`src/rtl/tldm_pkg.sv`:
```
// Package for the transmit line driver and drive monitor block
package tldm_pkg;

  // ---------------------------------------------------------------
  // Sizes and timing
  // ---------------------------------------------------------------
  localparam int unsigned NUM_CH      = 3;
  localparam int unsigned SILENT_BITS = 128;
  localparam int unsigned CNT_W       = 8;
  localparam logic [CNT_W-1:0] SILENT_LIMIT = 8'h80;
  localparam logic [CNT_W-1:0] CNT_ZERO     = 8'h00;

  // ---------------------------------------------------------------
  // Register map (byte addresses)
  // ---------------------------------------------------------------
  localparam logic [7:0] ADDR_CTRL   = 8'h00;
  localparam logic [7:0] ADDR_STATUS = 8'h04;
  localparam logic [7:0] ADDR_EVENT  = 8'h08;
  localparam logic [7:0] ADDR_MASK   = 8'h0C;

  // Control register fields
  localparam int unsigned CTRL_TXON_LSB = 0;
  localparam int unsigned CTRL_INT_LSB  = 4;
  localparam int unsigned CTRL_REG_MODE = 8;

  localparam logic [2:0] TXON_RESET = 3'h0;
  localparam logic [2:0] MASK_RESET = 3'h0;

  // Bit-period symbol on one channel
  typedef struct packed {
    logic pos;
    logic neg;
  } tldm_sym_t;

  // Differential line pins, enables active low
  typedef struct packed {
    logic pos_o;
    logic neg_o;
    logic pos_oe_n;
    logic neg_oe_n;
  } tldm_line_t;

endpackage

```
`src/rtl/tldm_top.sv`:
```
// Three-channel transmit line driver and drive monitor with APB registers
//
// The implementer's own choices: the register addresses and the APB slave port.
module tldm_top
  import tldm_pkg::*;
(
  input  wire logic              pclk,
  input  wire logic              presetn,
  input  wire logic              psel,
  input  wire logic              penable,
  input  wire logic              pwrite,
  input  wire logic [7:0]        paddr,
  input  wire logic [31:0]       pwdata,
  output logic      [31:0]       prdata,
  output logic                   pready,
  output logic                   pslverr,
  input  wire logic              reg_mode,
  input  wire logic [NUM_CH-1:0] transmitter_on,
  input  wire logic [NUM_CH-1:0] bit_tick,
  input  wire logic [NUM_CH-1:0] tx_pos,
  input  wire logic [NUM_CH-1:0] tx_neg,
  input  wire logic [NUM_CH-1:0] monitor_in_pos,
  input  wire logic [NUM_CH-1:0] monitor_in_neg,
  output logic      [NUM_CH-1:0] line_out_pos,
  output logic      [NUM_CH-1:0] line_out_neg,
  output logic      [NUM_CH-1:0] line_out_pos_oe_n,
  output logic      [NUM_CH-1:0] line_out_neg_oe_n,
  output logic      [NUM_CH-1:0] drive_fault_flag,
  output logic                   irq
);

  // ---------------------------------------------------------------
  // APB decode
  // ---------------------------------------------------------------
  wire logic acc    = psel & penable;
  wire logic wr_acc = acc & pwrite;
  wire logic hit_ctrl = (paddr == ADDR_CTRL);
  wire logic hit_stat = (paddr == ADDR_STATUS);
  wire logic hit_evt  = (paddr == ADDR_EVENT);
  wire logic hit_mask = (paddr == ADDR_MASK);
  wire logic mapped   = hit_ctrl | hit_stat | hit_evt | hit_mask;

  logic [NUM_CH-1:0] txon_reg_q;
  logic [NUM_CH-1:0] intmon_q;
  logic [NUM_CH-1:0] evt_q;
  logic [NUM_CH-1:0] mask_q;
  logic [NUM_CH-1:0] fault_rise;
  logic [NUM_CH-1:0] fault_w;
  logic              regm_q;

  // Mode pin is a strap caught on every clock after release
  always_ff @(posedge pclk or negedge presetn) begin
    if (!presetn) begin
      regm_q <= 1'b0;
    end else begin
      regm_q <= reg_mode;
    end
  end

  // ---------------------------------------------------------------
  // Control path selection
  // ---------------------------------------------------------------
  wire logic [NUM_CH-1:0] txon_eff = regm_q ? txon_reg_q : transmitter_on;
  // In pin mode the internal-monitor bits are held off
  wire logic [NUM_CH-1:0] use_int  = regm_q ? intmon_q : '0;

  always_ff @(posedge pclk or negedge presetn) begin
    if (!presetn) begin
      txon_reg_q <= TXON_RESET;
      intmon_q   <= '0;
      mask_q     <= MASK_RESET;
    end else if (wr_acc && hit_ctrl) begin
      txon_reg_q <= pwdata[CTRL_TXON_LSB +: NUM_CH];
      intmon_q   <= pwdata[CTRL_INT_LSB +: NUM_CH];
    end else if (wr_acc && hit_mask) begin
      mask_q     <= pwdata[NUM_CH-1:0];
    end
  end

  // ---------------------------------------------------------------
  // Sticky fault events, write one to clear; a new event wins
  // ---------------------------------------------------------------
  wire logic [NUM_CH-1:0] evt_clr = (wr_acc && hit_evt) ? pwdata[NUM_CH-1:0] : '0;
  wire logic [NUM_CH-1:0] evt_d   = (evt_q & ~evt_clr) | fault_rise;
  // Next mask, so that a mask write shows on irq in the same cycle as the mask
  wire logic [NUM_CH-1:0] mask_d  = (wr_acc && hit_mask) ? pwdata[NUM_CH-1:0] : mask_q;

  always_ff @(posedge pclk or negedge presetn) begin
    if (!presetn) begin
      evt_q <= '0;
      irq   <= 1'b0;
    end else begin
      evt_q <= evt_d;
      irq   <= |(evt_d & mask_d);
    end
  end

  // ---------------------------------------------------------------
  // Read data; one wait-free access phase, error on unmapped address
  // ---------------------------------------------------------------
  logic [31:0] rd_mux;
  assign rd_mux = hit_ctrl ? {23'h0, regm_q, 1'b0, intmon_q, 1'b0, txon_reg_q} :
                  hit_stat ? {29'h0, fault_w} :
                  hit_evt  ? {29'h0, evt_q} :
                  hit_mask ? {29'h0, mask_q} : 32'h0;

  always_ff @(posedge pclk or negedge presetn) begin
    if (!presetn) begin
      prdata  <= 32'h0;
      pready  <= 1'b0;
      pslverr <= 1'b0;
    end else begin
      pready  <= psel & ~penable;
      pslverr <= psel & ~penable & ~mapped;
      prdata  <= (psel & ~penable & ~pwrite) ? rd_mux : 32'h0;
    end
  end

  // ---------------------------------------------------------------
  // Channels
  // ---------------------------------------------------------------
  genvar g;
  generate
    for (g = 0; g < NUM_CH; g++) begin : g_ch
      tldm_line_t ln;
      tldm_sym_t  sym;
      tldm_sym_t  mon;
      assign sym.pos = tx_pos[g];
      assign sym.neg = tx_neg[g];
      assign mon.pos = monitor_in_pos[g];
      assign mon.neg = monitor_in_neg[g];
      tldm_channel u_ch (
        .pclk         (pclk),
        .presetn      (presetn),
        .bit_tick     (bit_tick[g]),
        .tx_sym       (sym),
        .tx_on        (txon_eff[g]),
        .use_internal (use_int[g]),
        .mon_in       (mon),
        .line_q       (ln),
        .fault_q      (fault_w[g]),
        .fault_rise   (fault_rise[g])
      );
      assign line_out_pos[g]      = ln.pos_o;
      assign line_out_neg[g]      = ln.neg_o;
      assign line_out_pos_oe_n[g] = ln.pos_oe_n;
      assign line_out_neg_oe_n[g] = ln.neg_oe_n;
      assign drive_fault_flag[g]  = fault_w[g];
    end
  endgenerate

  pin_mode_ext_a: assert property (@(posedge pclk) disable iff (!presetn)
    !regm_q |-> use_int == '0)
    else $error("internal monitor used in pin mode");
  irq_level_a: assert property (@(posedge pclk) disable iff (!presetn)
    |(evt_q & mask_q) |-> irq)
    else $error("interrupt low with pending event");

endmodule

```
`src/rtl/tldm_channel.sv`:
```
// One channel: line driver and drive activity monitor
module tldm_channel
  import tldm_pkg::*;
(
  input  wire logic      pclk,
  input  wire logic      presetn,
  input  wire logic      bit_tick,
  input  tldm_sym_t      tx_sym,
  input  wire logic      tx_on,
  input  wire logic      use_internal,
  input  tldm_sym_t      mon_in,
  output tldm_line_t     line_q,
  output logic           fault_q,
  output logic           fault_rise
);

  // ---------------------------------------------------------------
  // Driver
  // ---------------------------------------------------------------
  // A symbol with both rails set is illegal; treat it as no pulse
  wire logic drv_pos = tx_sym.pos & ~tx_sym.neg;
  wire logic drv_neg = tx_sym.neg & ~tx_sym.pos;
  tldm_line_t line_d;

  always_comb begin
    line_d.pos_o    = drv_pos;
    line_d.neg_o    = drv_neg;
    line_d.pos_oe_n = ~tx_on;
    line_d.neg_oe_n = ~tx_on;
  end

  always_ff @(posedge pclk or negedge presetn) begin
    if (!presetn) begin
      line_q <= '{pos_o: 1'b0, neg_o: 1'b0, pos_oe_n: 1'b1, neg_oe_n: 1'b1};
    end else begin
      line_q <= line_d;
    end
  end

  // ---------------------------------------------------------------
  // Monitor
  // ---------------------------------------------------------------
  // Internal path watches the driven pins, so a disabled driver counts as silent
  wire logic int_act = (line_q.pos_o ^ line_q.neg_o) & ~line_q.pos_oe_n;
  wire logic ext_act = mon_in.pos ^ mon_in.neg;
  wire logic active  = use_internal ? int_act : ext_act;

  logic [CNT_W-1:0] cnt_q;
  logic [CNT_W-1:0] cnt_d;
  wire logic at_limit = (cnt_q == SILENT_LIMIT);

  assign cnt_d = active ? CNT_ZERO :
                 (bit_tick && !at_limit) ? cnt_q + 8'h01 : cnt_q;

  always_ff @(posedge pclk or negedge presetn) begin
    if (!presetn) begin
      cnt_q <= CNT_ZERO;
    end else begin
      cnt_q <= cnt_d;
    end
  end

  wire logic fault_d = (cnt_d == SILENT_LIMIT);

  always_ff @(posedge pclk or negedge presetn) begin
    if (!presetn) begin
      fault_q <= 1'b0;
    end else begin
      fault_q <= fault_d;
    end
  end

  assign fault_rise = fault_d & ~fault_q;

  tri_off_a: assert property (@(posedge pclk) disable iff (!presetn)
    !tx_on |=> line_q.pos_oe_n && line_q.neg_oe_n)
    else $error("line driver not off while transmitter off");
  pos_pulse_a: assert property (@(posedge pclk) disable iff (!presetn)
    (tx_sym == 2'b10) |=> line_q.pos_o && !line_q.neg_o)
    else $error("positive pulse not driven");
  neg_pulse_a: assert property (@(posedge pclk) disable iff (!presetn)
    (tx_sym == 2'b01) |=> !line_q.pos_o && line_q.neg_o)
    else $error("negative pulse not driven");
  idle_equal_a: assert property (@(posedge pclk) disable iff (!presetn)
    (tx_sym.pos == tx_sym.neg) |=> line_q.pos_o == line_q.neg_o)
    else $error("idle outputs differ");
  fault_clear_a: assert property (@(posedge pclk) disable iff (!presetn)
    active |=> !fault_q)
    else $error("fault flag high after activity");
  fault_set_a: assert property (@(posedge pclk) disable iff (!presetn)
    (cnt_q == SILENT_LIMIT - 8'h01) && bit_tick && !active |=> fault_q)
    else $error("fault flag late");
  count_bound_a: assert property (@(posedge pclk) disable iff (!presetn)
    fault_q |-> cnt_q == SILENT_LIMIT)
    else $error("fault flag before silence limit");
  ext_ignored_a: assert property (@(posedge pclk) disable iff (!presetn)
    use_internal && !int_act |=> cnt_q != CNT_ZERO || $past(cnt_q) == CNT_ZERO
      || $past(cnt_q) == SILENT_LIMIT)
    else $error("monitor inputs used in internal mode");

endmodule

```
`config.mk`:
```
export PLATFORM = sky130hd
export DESIGN_NAME = tldm_top
export DESIGN_NICKNAME = d
export VERILOG_FILES = /design/src/rtl/tldm_pkg.sv /design/src/rtl/tldm_top.sv /design/src/rtl/tldm_channel.sv
export SDC_FILE = /design/constraint.sdc
export NUM_CORES = 1
export LEC_CHECK = 0
export ABC_AREA = 1
export BUFFER_PORTS_ARGS = -buffer_cell sky130_fd_sc_hd__buf_2
export CAP_MARGIN = 20
export CORE_MARGIN = 3
export CORE_UTILIZATION = 47
export CTS_CLUSTER_DIAMETER = 120
export DETAILED_ROUTE_END_ITERATION = 10
export GPL_ROUTABILITY_DRIVEN = 1
export PLACE_DENSITY = 0.77
export SYNTH_ARGS = -nofsm -noshare
export SYNTH_HDL_FRONTEND = slang
export SYNTH_SLANG_ARGS = --single-unit
```
`constraint.sdc`:
```
create_clock -name pclk -period 1.6 [get_ports pclk]
set_input_delay 0 -clock pclk [delete_from_list [all_inputs] [get_ports pclk]]
set_output_delay 0 -clock pclk [all_outputs]
set_load 0.05 [all_outputs]
```
== Yosys cells after proc, flatten, opt, wreduce, memory -nomap -nowiden ==
Index checks and enable logic that the tools add are counted.
Storage, ports and cells
  output and inout port bits: 50
  bits in registers: 61
  input port bits: 64
  word-level logic and storage cells: 113
Operators by class
  reduce and logical (&&, ||, !) cells: 11
  muxes and demuxes: 18
  add/sub/neg operators: 3
  bitwise logic cells: 48
  equal/unequal tests: 9
Operators by type and width (number)
  $eq A8 B8 Y1 const B: 6
  $mux W8: 6
  $add A8 B1 Y8 const B: 3
  $mux W3: 7
  $mux W9: 2
  $not A1 Y1: 18
  $and A1 B1 Y1: 17
  $eq A8 B4 Y1 const B: 2
  $eq A8 B3 Y1 const B: 1
  $logic_not A8 Y1: 1
  $and A3 B3 Y3: 2
  $logic_and A1 B1 Y1: 6
  $xor A1 B1 Y1: 6
  $logic_not A1 Y1: 3
  $mux W1: 3
  $not A3 Y3: 1
  $or A1 B1 Y1: 3
  $or A3 B3 Y3: 1
  $reduce_or A3 Y1: 1

== Longest topological paths before layout ==
Gate-level depths: netlist of run 1.
  depth in word-level cells: 10
  mapped depth: 15

== Hierarchy ==
Synthesis of run 1 repeated with hierarchy kept, for this count alone.
Unflattened totals
  cells, all modules: 554
  area total of the unflattened synthesis: 3829.9 um^2
Modules (own cells, without submodules)
  tldm_channel (g_ch[1].u_ch ...): area each 842.1 um^2, seq. area each 301.5 um^2, cells an instance 130, instances 2
  tldm_top: area each 1320.0 um^2, seq. area each 575.6 um^2, cells an instance 165, instances 1
  tldm_channel (g_ch[0].u_ch): area each 825.8 um^2, seq. area each 301.5 um^2, cells an instance 129, instances 1

== Worst setup path after synthesis of run 1 ==
No wires, ideal clock.
  kind: reg2reg
  start point: reg g_ch[2].u_ch.line_q[2] in the netlist's numbering
  end point: reg irq
  cell stages (with the launch flop): 10
  path buffers: 0
  period minus slack after synthesis: 1.642 ns
  data required time: 1.479 ns
  setup slack: -0.042 ns
  arrival: 1.521 ns
  cell sequence: dfrtp_1 xor2_1 a21oi_4 nand3_1 nand2_1 nor2_1 nand3_1 nand2_2 nand2_2 nand3_2
On the way
  longest elaborated chain between the ends: 9
RTL lines
  from (decl): line tldm_channel.sv:12  | output tldm_line_t line_q,
  from (signal assigned): line tldm_channel.sv:34  | line_q <= '{pos_o: 1'b0, neg_o: 1'b0, pos_oe_n: 1'b1, neg_oe_n: 1'b1};
  from (signal assigned): line tldm_channel.sv:36  | line_q <= line_d;
  $xor A1 B1 Y1: line tldm_channel.sv:44  | wire logic int_act = (line_q.pos_o ^ line_q.neg_o) & ~line_q.pos_oe_n;
  $and A1 B1 Y1: line tldm_channel.sv:44
  $mux W1: line tldm_channel.sv:46  | wire logic active = use_internal ? int_act : ext_act;
  $mux W8: line tldm_channel.sv:52  | assign cnt_d = active ? CNT_ZERO :
  $eq A8 B8 Y1: line tldm_channel.sv:63  | wire logic fault_d = (cnt_d == SILENT_LIMIT);
  $and A1 B1 Y1: line tldm_channel.sv:73  | assign fault_rise = fault_d & ~fault_q;
  $or A3 B3 Y3: line tldm_top.sv:84  | wire logic [NUM_CH-1:0] evt_d = (evt_q & ~evt_clr) | fault_rise;
  net evt_d[2]: line tldm_top.sv:84
  $and A3 B3 Y3: line tldm_top.sv:94  | irq <= |(evt_d & mask_d);
  $reduce_or A3 Y1: line tldm_top.sv:94
  to (signal assigned): line tldm_top.sv:94
  to (decl): line tldm_top.sv:29  | output logic irq
The timed path passes the listed nets, and every way through them passes these cells.
A chain may end at the register's enable or synchronous reset.

== Worst setup path after layout of run 1 ==
  start point: reg g_ch[1].u_ch.cnt_q[1]
  end point: reg g_ch[1].u_ch.fault_q
On the way
  longest elaborated chain between the ends: 6
RTL lines
  from (decl): line tldm_channel.sv:48  | logic [CNT_W-1:0] cnt_q;
  from (signal assigned): line tldm_channel.sv:59  | cnt_q <= cnt_d;
  parallel branches: the longest is 3 deep, another holds $add A8 B1 Y8
  $mux W8 *: line tldm_channel.sv:53  | (bit_tick && !at_limit) ? cnt_q + 8'h01 : cnt_q;
  $mux W8 *: line tldm_channel.sv:52
  $eq A8 B8 Y1 *: line tldm_channel.sv:63
  net g_ch[1].u_ch.fault_d: line tldm_channel.sv:63
  to (signal assigned): line tldm_channel.sv:69  | fault_q <= fault_d;
  to (decl): line tldm_channel.sv:13  | output logic fault_q,
Mark *: on every way through the listed nets, which the timed path passes.

==> out/qor.yml, run 1 <==
timing.final.hold_violations: 0
syn_inst: 498
worst_hold_slack_ns: 0.03172
cpMostUsedCell: "inv_2"
syn2layout_area_growth_pct: 42.96
layout_common_cells: "nand2_1, buf_4, buf_2, inv_1, dfrtp_1"
rows: 31
synth_seq_cells: 59
crit_arrival_ns: 1.97
seq_area_frac_synth_pct: 40.02
initial_core_util_pct: 49.66
violations: "negative setup slack"
htree_levels: 3
n_antenna_cell: 0
ios: 114
nNetsFinal: 723
period_share_pct: 108.3
path_cells: "inv_2 -> ha_4 -> inv_2 -> nor2_4 -> nand2_4 -> nand2_8 -> nand2_1 -> nand3_2 -> nand2_2 -> buf_4 -> nor4_4"
synth.avg_cell_area_um2: 7.427
groute.usage.overall_pct: 21.59
power_density_nw_per_um2: 770.5
vias: 3671
die_h_um: 94.71
fillers: 516
dp_cells: 696
rsz0062_at_grt: "true"
drive_gt1_share_pct: 42.55
clock-sinks: 59
initialDrtViolationCount: 153
cp_slowest_cell: "dfrtp_2"
grt_max_degree: 23
cts_root_buffer: "clkbuf_8"
drt-total-wl_um: 10230
hold_path.class: "in2reg"
slew_viol_final: 0
r2r_slack_ns: -0.13
status: "finished, violations left"
finalNonFillerCells: 757
dieArea_um2: 8970
worstSetupEndpointType: "register"
clock_latency_ns: 0.34
path_clk_slew_ns: 0.07
wl_per_cell_um: 13.51
startpoint_type: "register"
cellLeakagePower_nw: 2.890
crit_fanout: 6
required_ns: 1.84
ys_types: 37
port_buffers: 62
core_um2: 7447
ir_drop_uv: 673.3
viasPerCell: 4.849
cts_tree: "built"
setup_viol: 5
dp_hpwl_um: 6332
grt_pass1_wl_um: 15220
numCtsBuffers: 9
fp.dieW_um: 94.71
setup_ws_ns: -0.1327
grt_overflow_total: 0
clock_skew_ns: 0.009281
period_minus_slack_ns: 1.733
final_common_cell: "nand2_1"
drc_errors: 0
critPathMaxStageDelay_ns: 0.44
first_pass_iters: 6
ys_warn_count: 0
antenna_found_initial: 0
synth.cell_area_um2: 3699
critPathBufInv: 3
place_congestion: 0.8777
crit_family: "simple AND/OR/NAND/NOR gates"
first_global_vias: 3381
cts_max_path_buffers: 2
drv_cap: 0
path_class: "reg2reg"
ant_nets: 0
fmax_mhz: 577.1
cell usage after synthesis, drive strengths merged:
| cell | count | area, um2 |
|---|---|---|
| and2 | 1 | 6.260 |
| o211ai | 1 | 7.510 |
| or2 | 1 | 6.260 |
| nand4 | 6 | 37.54 |
| conb | 1 | 3.750 |
| mux2 | 3 | 33.78 |
| buf | 34 | 256.5 |
| nor4 | 2 | 12.51 |
| xnor2 | 4 | 35.03 |
| a21oi | 6 | 52.55 |
| nand3 | 41 | 215.2 |
| dfrtp | 56 | 1401 |
| inv | 77 | 289.0 |
| ha | 6 | 75.07 |
| nor2 | 61 | 284.0 |
| dfstp | 3 | 78.83 |
| nand2 | 163 | 671.9 |
| mux2i | 3 | 30.03 |
| xor2 | 4 | 35.03 |
| o21ai | 17 | 96.34 |
| nor3 | 3 | 31.28 |
| clkinv | 1 | 8.760 |
| nand3b | 3 | 22.52 |
| o21bai | 1 | 7.510 |
metal layers:
metal,up-vias,track usage [%],part of all wire (%)
li1,1784,-,-
met1,1739,26.14,39
met2,125,38.29,53
met3,23,4.622,5.2
met4,0,6.611,2.4
met5,-,0,0
registers in the layout, summed over array words and instances (netlist names):
register and cells:
g_ch.u_ch.fault_q 3, evt_q 3, g_ch.u_ch.cnt_q 24, pslverr 1, prdata 7, pready 1, irq 1, intmon_q 3
txon_reg_q 3, g_ch.u_ch.line_q 9, mask_q 3, regm_q 1
report_power, final:
part           switching, W  leakage, nW  total (W)  internal, W
Sequential        0.0000635        0.769    0.00162      0.00156
Clock              0.000581       0.0991    0.00133     0.000753
Combinational      0.000691         2.02    0.00112     0.000426
Total               0.00134         2.89    0.00407      0.00274
area by class of cell:
| type | instances | area (um2) | share of cell area (%) |
|---|---|---|---|
| Multi-Input combinational cell | 351 | 2086 | 39.45 |
| Clock buffer | 11 | 141.4 | 2.674 |
| Tap cell | 99 | 123.9 | 2.343 |
| Timing Repair Buffer | 154 | 1097 | 20.75 |
| Inverter | 78 | 297.8 | 5.632 |
| Clock inverter | 5 | 52.55 | 0.9938 |
| Sequential cell | 59 | 1489 | 28.16 |
cell families after synthesis:
family / after synthesis / share of synthesized area [%]
and+or+nand+nor: 281 / 34.81
buffers and inverters: 112 / 14.99
DFF: 59 / 40.02
AOI/OAI and AO/OA: 25 / 4.432
xor gates and xnor gates: 8 / 1.894
adders and majority gates: 6 / 2.030
muxes: 6 / 1.725
other: 1 / 0.1014
path summary, 6_finish.rpt:
| path | from | endpoint | cells after the start |
|---|---|---|---|
| worst min-delay path | psel | pslverr | 5 |
| worst min register to register | txon_reg_q[0] | g_ch[0].u_ch.line_q[1] | 1 |
| min in group asynchronous | presetn | prdata[2] | 2 |
| worst max register to register | g_ch[1].u_ch.cnt_q[1] | g_ch[1].u_ch.fault_q | 11 |
| worst max-delay path | g_ch[1].u_ch.cnt_q[1] | g_ch[1].u_ch.fault_q | 11 |
| max in group asynchronous | presetn | g_ch[1].u_ch.cnt_q[0] | 3 |
worst register-to-register path: cells and delay by family (launching register included):
family,cells,cell delay [ns]
simple gates,7,0.77
flops,1,0.44
buf+inv,3,0.27
fa+ha+maj,1,0.15
stage by stage:
step | setup WS [ns] | cell area [um2] | power [W] | TNS, ns | utilization [%]
2_1_floorplan | -0.03457 | 3794 | 0.002250 | -0.03457 | -
3_3_place_gp | -0.1540 | 4337 | 0.002452 | -0.2402 | 58.23
3_5_place_dp | -0.2100 | 4337 | 0.002472 | -0.4188 | 58.23
4_1_cts | -0.07415 | 4925 | 0.003901 | -0.1439 | 66.13
5_1_grt | -0.2309 | 5288 | 0.004251 | -1.180 | 71.00
6_report | -0.1327 | 5288 | 0.004074 | -0.3729 | 71.00
what timing repair did:
item / in CTS / in global routing
resized for setup: 36 / 57
setup endpoints to repair: 6 / 10
pin swaps: 21 / 34
buffers inserted: 7 / 16
hold buffers: 22 / 0
hold endpoints to repair: 43 / 0
Note: power is estimated with default switching activity, not from simulation.
==> inputs of run 2 (changes only) <==
- RECOVER_POWER: unset -> 50
==> run 2 against run 1 <==
Effect of this change: the run still ends with negative setup slack left; maximum frequency rose by 0.11%; non-clock buffer count unchanged; global-route usage unchanged; critical path depth stayed put; combinational power hardly changed; critical endpoint unchanged; sequential share of layout area grew 0.094 points; largest cell class unchanged; clock power about the same.
==> out/qor.yml, run 2 (synthesized netlist as in run 1, its figures left out) <==
status: "finished, violations left"  # unchanged
violations: "negative setup slack"  # unchanged
first_pass_iters: 5  # was 6
startpoint_type: "register"  # unchanged
vias: 3661  # was 3,671
setup_ws_ns: -0.1308  # was -0.1327 ns
core_um2: 7447  # unchanged
rsz0062_at_grt: "true"  # unchanged
slew_viol_final: 0  # unchanged
top_register: "g_ch.u_ch.cnt_q"  # unchanged
path_clk_slew_ns: 0.07  # about the same
grt_overflow_total: 0  # unchanged
rows: 31  # unchanged
nNetsFinal: 723  # unchanged
cpMostUsedCell: "inv_2"  # unchanged
dp_hpwl_um: 6332  # unchanged
drive_gt1_share_pct: 41.03  # was 42.55%
syn2layout_area_growth_pct: 42.49  # was 42.96%
place_congestion: 0.8777  # unchanged
clock_skew_ns: 0.009327  # was 0.009281 ns
p_comb_share_pct: 27.4  # about the same
dieArea_um2: 8970  # unchanged
grt_pass1_wl_um: 15220  # unchanged
power_frac_seq_pct: 39.9  # was 39.8%
post-route-util_pct: 70.77  # was 71.00%
fin_area_um2: 5270  # was 5288 um2
clock_latency_ns: 0.34  # about the same
tightest_slew_ns: 1.149
period_minus_slack_ns: 1.731  # was 1.733 ns
ant_nets: 0  # unchanged
cts_root_buffer: "clkbuf_8"  # unchanged
switchingPower_w: 0.001329  # was 0.001335 W
cp_slowest_cell: "dfrtp_2"  # unchanged
fmax_mhz: 577.8  # was 577.1 MHz
grt_max_degree: 23  # unchanged
cts_max_path_buffers: 2  # unchanged
critPathMaxStageDelay_ns: 0.44  # about the same
groute.usage.overall_pct: 21.59  # unchanged
clkPwrFrac_pct: 32.7  # was 32.8%
die_h_um: 94.71  # unchanged
drv_cap: 0  # unchanged
antenna_found_initial: 0  # unchanged
hold_path.class: "in2reg"  # unchanged
cellLeakagePower_nw: 2.855  # was 2.890 nW
drt-total-wl_um: 10190  # was 10,230 um
initial_core_util_pct: 49.66  # unchanged
fp.dieW_um: 94.71  # unchanged
htree_levels: 3  # unchanged
path_cells: "inv_2 -> ha_4 -> inv_2 -> nor2_4 -> nand2_4 -> nand2_8 -> nand2_1 -> nand3_2 -> nand2_2 -> buf_4 -> nor4_4"  # unchanged
period_share_pct: 108.2  # was 108.3%
final_common_cell: "nand2_1"  # unchanged
path_class: "reg2reg"  # unchanged
wl_per_cell_um: 13.46  # was 13.51 um
first_global_vias: 3381  # unchanged
timing.final.hold_violations: 0  # unchanged
reg_top3: "g_ch.u_ch.cnt_q x24, g_ch.u_ch.line_q x9, prdata x7"  # unchanged
numCtsBuffers: 9  # unchanged
power.internal_w: 0.002734  # was 0.002738 W
port_buffers: 62  # unchanged
worstSetupEndpointType: "register"  # unchanged
ir_drop_uv: 674.7  # was 673.3 uV
viasPerCell: 4.836  # was 4.849
critPathBufInv: 3  # unchanged
required_ns: 1.84  # about the same
clock-sinks: 59  # unchanged
ios: 114  # unchanged
cts_tree: "built"  # unchanged
setup_tns_ns: -0.3686  # was -0.3729 ns
drc_errors: 0  # unchanged
largest_reg_flops: 24  # unchanged
setup_viol: 5  # unchanged
placedInstanceArea_um2: 4337  # unchanged
n_antenna_cell: 0  # unchanged
layout_common_cells: "nand2_1, buf_4, inv_1, buf_2, dfrtp_1"  # was nand2_1, buf_4, buf_2, inv_1, dfrtp_1
initialDrtViolationCount: 152  # was 153
crit_arrival_ns: 1.97  # about the same
crit_family: "simple AND/OR/NAND/NOR gates"  # unchanged
swShare_pct: 32.71  # was 32.78%
power_density_nw_per_um2: 771.1  # was 770.5 nW/um2
maxSlewHeadroom_pct: 23.42
crit_fanout: 6  # unchanged
## run 2: cell types whose count changed in the layout (fill, tap and decap cells not counted), sizes merged
cell    before  now
buf        132  120
clkbuf      11   23
## run 2: layer usage
metal / track usage [%] / part of all wire (%) / up-vias / wire length [um]
met5: 0 / 0 / - / 0
met4: 6.611 / 2.7 / 0 / 275
met3: 4.622 / 5.0 / 27 / 511
met2: 38.29 / 53 / 124 / 5359
met1: 26.14 / 40 / 1727 / 4047
li1: - / - / 1783 / -
## run 2: stage by stage
| stage | hold slack [ns] | total power, W | std cells | setup slack (ns) |
|---|---|---|---|---|
| 6_report | 0.03566 | 0.004064 | 757 | -0.1308 |
| 5_1_grt | 0.01998 | 0.004248 | 757 | -0.2309 |
| 2_1_floorplan | -0.2956 | 0.002250 | 522 | -0.03457 |
| 3_3_place_gp | -0.01900 | 0.002452 | 696 | -0.1540 |
| 3_5_place_dp | -0.01369 | 0.002472 | 696 | -0.2100 |
| 4_1_cts | 0.003421 | 0.003901 | 741 | -0.07415 |
## run 2: tightest hold or removal path: cells and delay by family
family        cells  cell delay [ns]
buf+inv           3             0.20
simple gates      2             0.14
## run 2: path summary, 6_finish.rpt
path,end,startpoint,slack [ns],cells past startpoint
worst min-delay path,pslverr,psel,0.04,5
worst min register to register,g_ch[0].u_ch.line_q[1],txon_reg_q[0],0.45,1
min in group asynchronous,prdata[2],presetn,0.44,2
max in group asynchronous,g_ch[1].u_ch.cnt_q[0],presetn,0.11,3
worst max register to register,g_ch[1].u_ch.fault_q,g_ch[1].u_ch.cnt_q[1],-0.13,11
worst max-delay path,g_ch[1].u_ch.fault_q,g_ch[1].u_ch.cnt_q[1],-0.13,11
## run 2: power groups by stage
stage / registers [W] / clock network, W / logic (W)
after global routing: 0.00163 / 0.00142 / 0.00120
final: 0.00162 / 0.00133 / 0.00111
after global placement: 0.00163 / 0 / 0.000818
after CTS: 0.00162 / 0.00135 / 0.000937
after floorplan: 0.00168 / 0 / 0.000566
after detailed placement: 0.00164 / 0 / 0.000834
## run 2: area by class of cell
type	instances	area [um2]
Fill cell	525	2177
Multi-Input combinational cell	351	2086
Sequential cell	59	1489
Timing Repair Buffer	154	1080
Inverter	78	297.8
Clock buffer	11	141.4
Tap cell	99	123.9
Clock inverter	5	52.55
## run 2: repair_timing
item,4_1_cts,5_1_grt
hold buffers,22,0
hold endpoints to repair,43,0
endpoints found under the setup margin,6,10
cloned,0,0
gates resized for setup,36,57
setup buffers,7,16
pin swaps,21,34
==> inputs of run 3 (changes only) <==
- CORE_UTILIZATION: 47 -> 52
- PLACE_DENSITY: 0.77 -> 0.81
- clock period: 1.6 -> 1.7 ns (I/O delays scaled with it)
==> run 3 against run 2 <==
Effect of this change: the flow still finishes with violations (negative setup slack); sequential share of layout area rose by 2.5 points; global-route usage is 1.7 points higher; final area is 8.5% lower; clock skew up 0.0034 ns; via count decreased by 2.6%; core utilization is 0.14 points lower; die area decreased by 9.0%; worst hold slack got worse by 0.017 ns; critical path depth is 4 higher; non-clock buffer count decreased by 35.
==> out/qor.yml, run 3 (synthesized netlist as in run 1, its figures left out) <==
ios: 114  # unchanged
violations: "negative setup slack"  # unchanged
path_cells: "inv_2 -> ha_4 -> inv_2 -> nor2_4 -> nand2_4 -> nand2_4 -> nand2_2 -> nand2_2 -> nand2_2 -> nand2_2 -> nor2_1 -> nand3_1 -> nand2_2 -> nand2_2 -> nand3_2"  # was inv_2 -> ha_4 -> inv_2 -> nor2_4 -> nand2_4 -> nand2_8 -> nand2_1 -> nand3_2 -> nand2_2 -> buf_4 -> nor4_4
cts_max_path_buffers: 2  # unchanged
dieArea_um2: 8160  # was 8970 um2
layout_common_cells: "nand2_1, inv_1, dfrtp_1, buf_2, nor2_1"  # was nand2_1, buf_4, inv_1, buf_2, dfrtp_1
dp_cells: 672  # was 696
dp_hpwl_um: 6248  # was 6332 um
initial_core_util_pct: 54.14  # was 49.66%
port_buffers: 62  # unchanged
crit_arrival_ns: 1.98  # was 1.97 ns
groute.usage.overall_pct: 23.28  # was 21.59%
grt_pass1_wl_um: 15610  # was 15,220 um
drc_errors: 0  # unchanged
required_ns: 1.92  # was 1.84 ns
drv_cap: 0  # unchanged
htree_levels: 3  # unchanged
cts_tree: "built"  # unchanged
final_common_cell: "nand2_1"  # unchanged
antenna_found_initial: 0  # unchanged
slew_viol_final: 0  # unchanged
place_congestion: 0.8482  # was 0.8777
reg_top3: "g_ch.u_ch.cnt_q x24, g_ch.u_ch.line_q x9, prdata x7"  # unchanged
initialDrtViolationCount: 173  # was 152
path_clk_slew_ns: 0.06  # was 0.07 ns
setup_ws_ns: -0.06695  # was -0.1308 ns
tightest_slew_ns: 1.260  # was 1.149 ns
fin_area_um2: 4825  # was 5270 um2
drt-total-wl_um: 9592  # was 10,190 um
core_um2: 6832  # was 7447 um2
fmax_mhz: 565.9  # was 577.8 MHz
drive_gt1_share_pct: 32.91  # was 41.03%
cp_slowest_cell: "dfrtp_2"  # unchanged
grt_overflow_total: 0  # unchanged
ir_drop_uv: 624.4  # was 674.7 uV
fp.dieW_um: 90.34  # was 94.71 um
clock-sinks: 59  # unchanged
placedInstanceArea_um2: 4170  # was 4337 um2
path_class: "reg2reg"  # unchanged
setup_viol: 2  # was 5
startpoint_type: "register"  # unchanged
period_share_pct: 103.9  # was 108.2%
nNetsFinal: 688  # was 723
clock_skew_ns: 0.01274  # was 0.009327 ns
setup_tns_ns: -0.09251  # was -0.3686 ns
cpMostUsedCell: "nand2_2"  # was inv_2
rsz0062_at_grt: "true"  # unchanged
rows: 30  # was 31
crit_fanout: 6  # unchanged
grt_max_degree: 25  # was 23
numCtsBuffers: 9  # unchanged
crit_family: "simple AND/OR/NAND/NOR gates"  # unchanged
first_global_vias: 3594  # was 3,381
timing.final.hold_violations: 0  # unchanged
viasPerCell: 4.961  # was 4.836
syn2layout_area_growth_pct: 30.45  # was 42.49%
clock_latency_ns: 0.33  # was 0.34 ns
critPathMaxStageDelay_ns: 0.44  # about the same
finalNonFillerCells: 719  # was 757
period_minus_slack_ns: 1.767  # was 1.731 ns
worst_hold_slack_ns: 0.01880  # was 0.03566 ns
first_pass_iters: 4  # was 5
top_register: "g_ch.u_ch.cnt_q"  # unchanged
cellLeakagePower_nw: 2.658  # was 2.855 nW
power_density_nw_per_um2: 767.7  # was 771.1 nW/um2
wl_per_cell_um: 13.34  # was 13.46 um
post-route-util_pct: 70.62  # was 70.77%
n_antenna_cell: 0  # unchanged
largest_reg_flops: 24  # unchanged
critPathBufInv: 2  # was 3
r2r_slack_ns: -0.07  # was -0.13 ns
hold_path.class: "in2reg"  # unchanged
ant_nets: 0  # unchanged
status: "finished, violations left"  # unchanged
worstSetupEndpointType: "register"  # unchanged
cts_root_buffer: "clkbuf_8"  # unchanged
die_h_um: 90.34  # was 94.71 um
maxSlewHeadroom_pct: 15.98  # was 23.42%
vias: 3567  # was 3,661
run 3: changes by cell type in the layout (fill, tap and decap cells not counted), moves of 4 or more:
cell and change:
nand2_1 +11, nand2_2 -9, nand3_2 -6, clkbuf_1 +4, nand3_1 +9, buf_4 -33
run 3: worst reg2reg max path, cell delays in order (launching register included):
cell and delay [ns]:
dfrtp_2 0.44, inv_2 0.09, ha_4 0.14, inv_2 0.04, nor2_4 0.11, nand2_4 0.08
nand2_4 0.12, nand2_2 0.07, nand2_2 0.08, nand2_2 0.06, nand2_2 0.09, nor2_1 0.05
nand3_1 0.07, nand2_2 0.07, nand2_2 0.07, nand3_2 0.05
run 3: worst paths after layout:
check                                 startpoint                endpoint  cells past startpoint
max reg2reg                g_ch[1].u_ch.cnt_q[0]                     irq                     15
max                        g_ch[1].u_ch.cnt_q[0]                     irq                     15
min in group asynchronous                presetn    g_ch[1].u_ch.fault_q                      2
min reg2reg                        txon_reg_q[1]  g_ch[1].u_ch.line_q[1]                      1
max in group asynchronous                presetn   g_ch[2].u_ch.cnt_q[2]                      3
min                                    pwdata[1]           txon_reg_q[1]                      3
run 3: timing repair:
item	in CTS	in global routing
pin swaps	23	19
hold buffers	21	0
endpoints found under the hold margin	36	0
setup buffers	9	2
resized for setup	31	30
endpoints found under the setup margin	2	8
run 3: where the power goes:
group	internal, W	switching (W)
Clock	0.000757	0.000528
Combinational	0.000307	0.000585
Sequential	0.00147	0.0000594
run 3: per-layer routing:
metal | share of wire, % | vias to the layer above | GRT usage [%]
li1 | - | 1715 | -
met1 | 39 | 1701 | 26.38
met5 | 0 | - | 0
met3 | 5.7 | 19 | 4.917
met2 | 53 | 132 | 43.19
met4 | 2.2 | 0 | 7.908
run 3: stage by stage:
step,total power (W),setup WS [ns]
2_1_floorplan,0.002116,0.05822
3_3_place_gp,0.002276,0.01498
3_5_place_dp,0.002300,-0.05270
4_1_cts,0.003662,0.0003877
5_1_grt,0.003849,-0.2125
6_report,0.003704,-0.06695
run 3: layout make-up:
cell class	count	area (um2)
fillers	489	2007
well taps	96	120.1
clock inverters	2	35.03
repair buffers	119	789.5
multi-input cells	351	1934
inverters	78	297.8
clock buffers	14	162.7
flip-flops and latches	59	1485
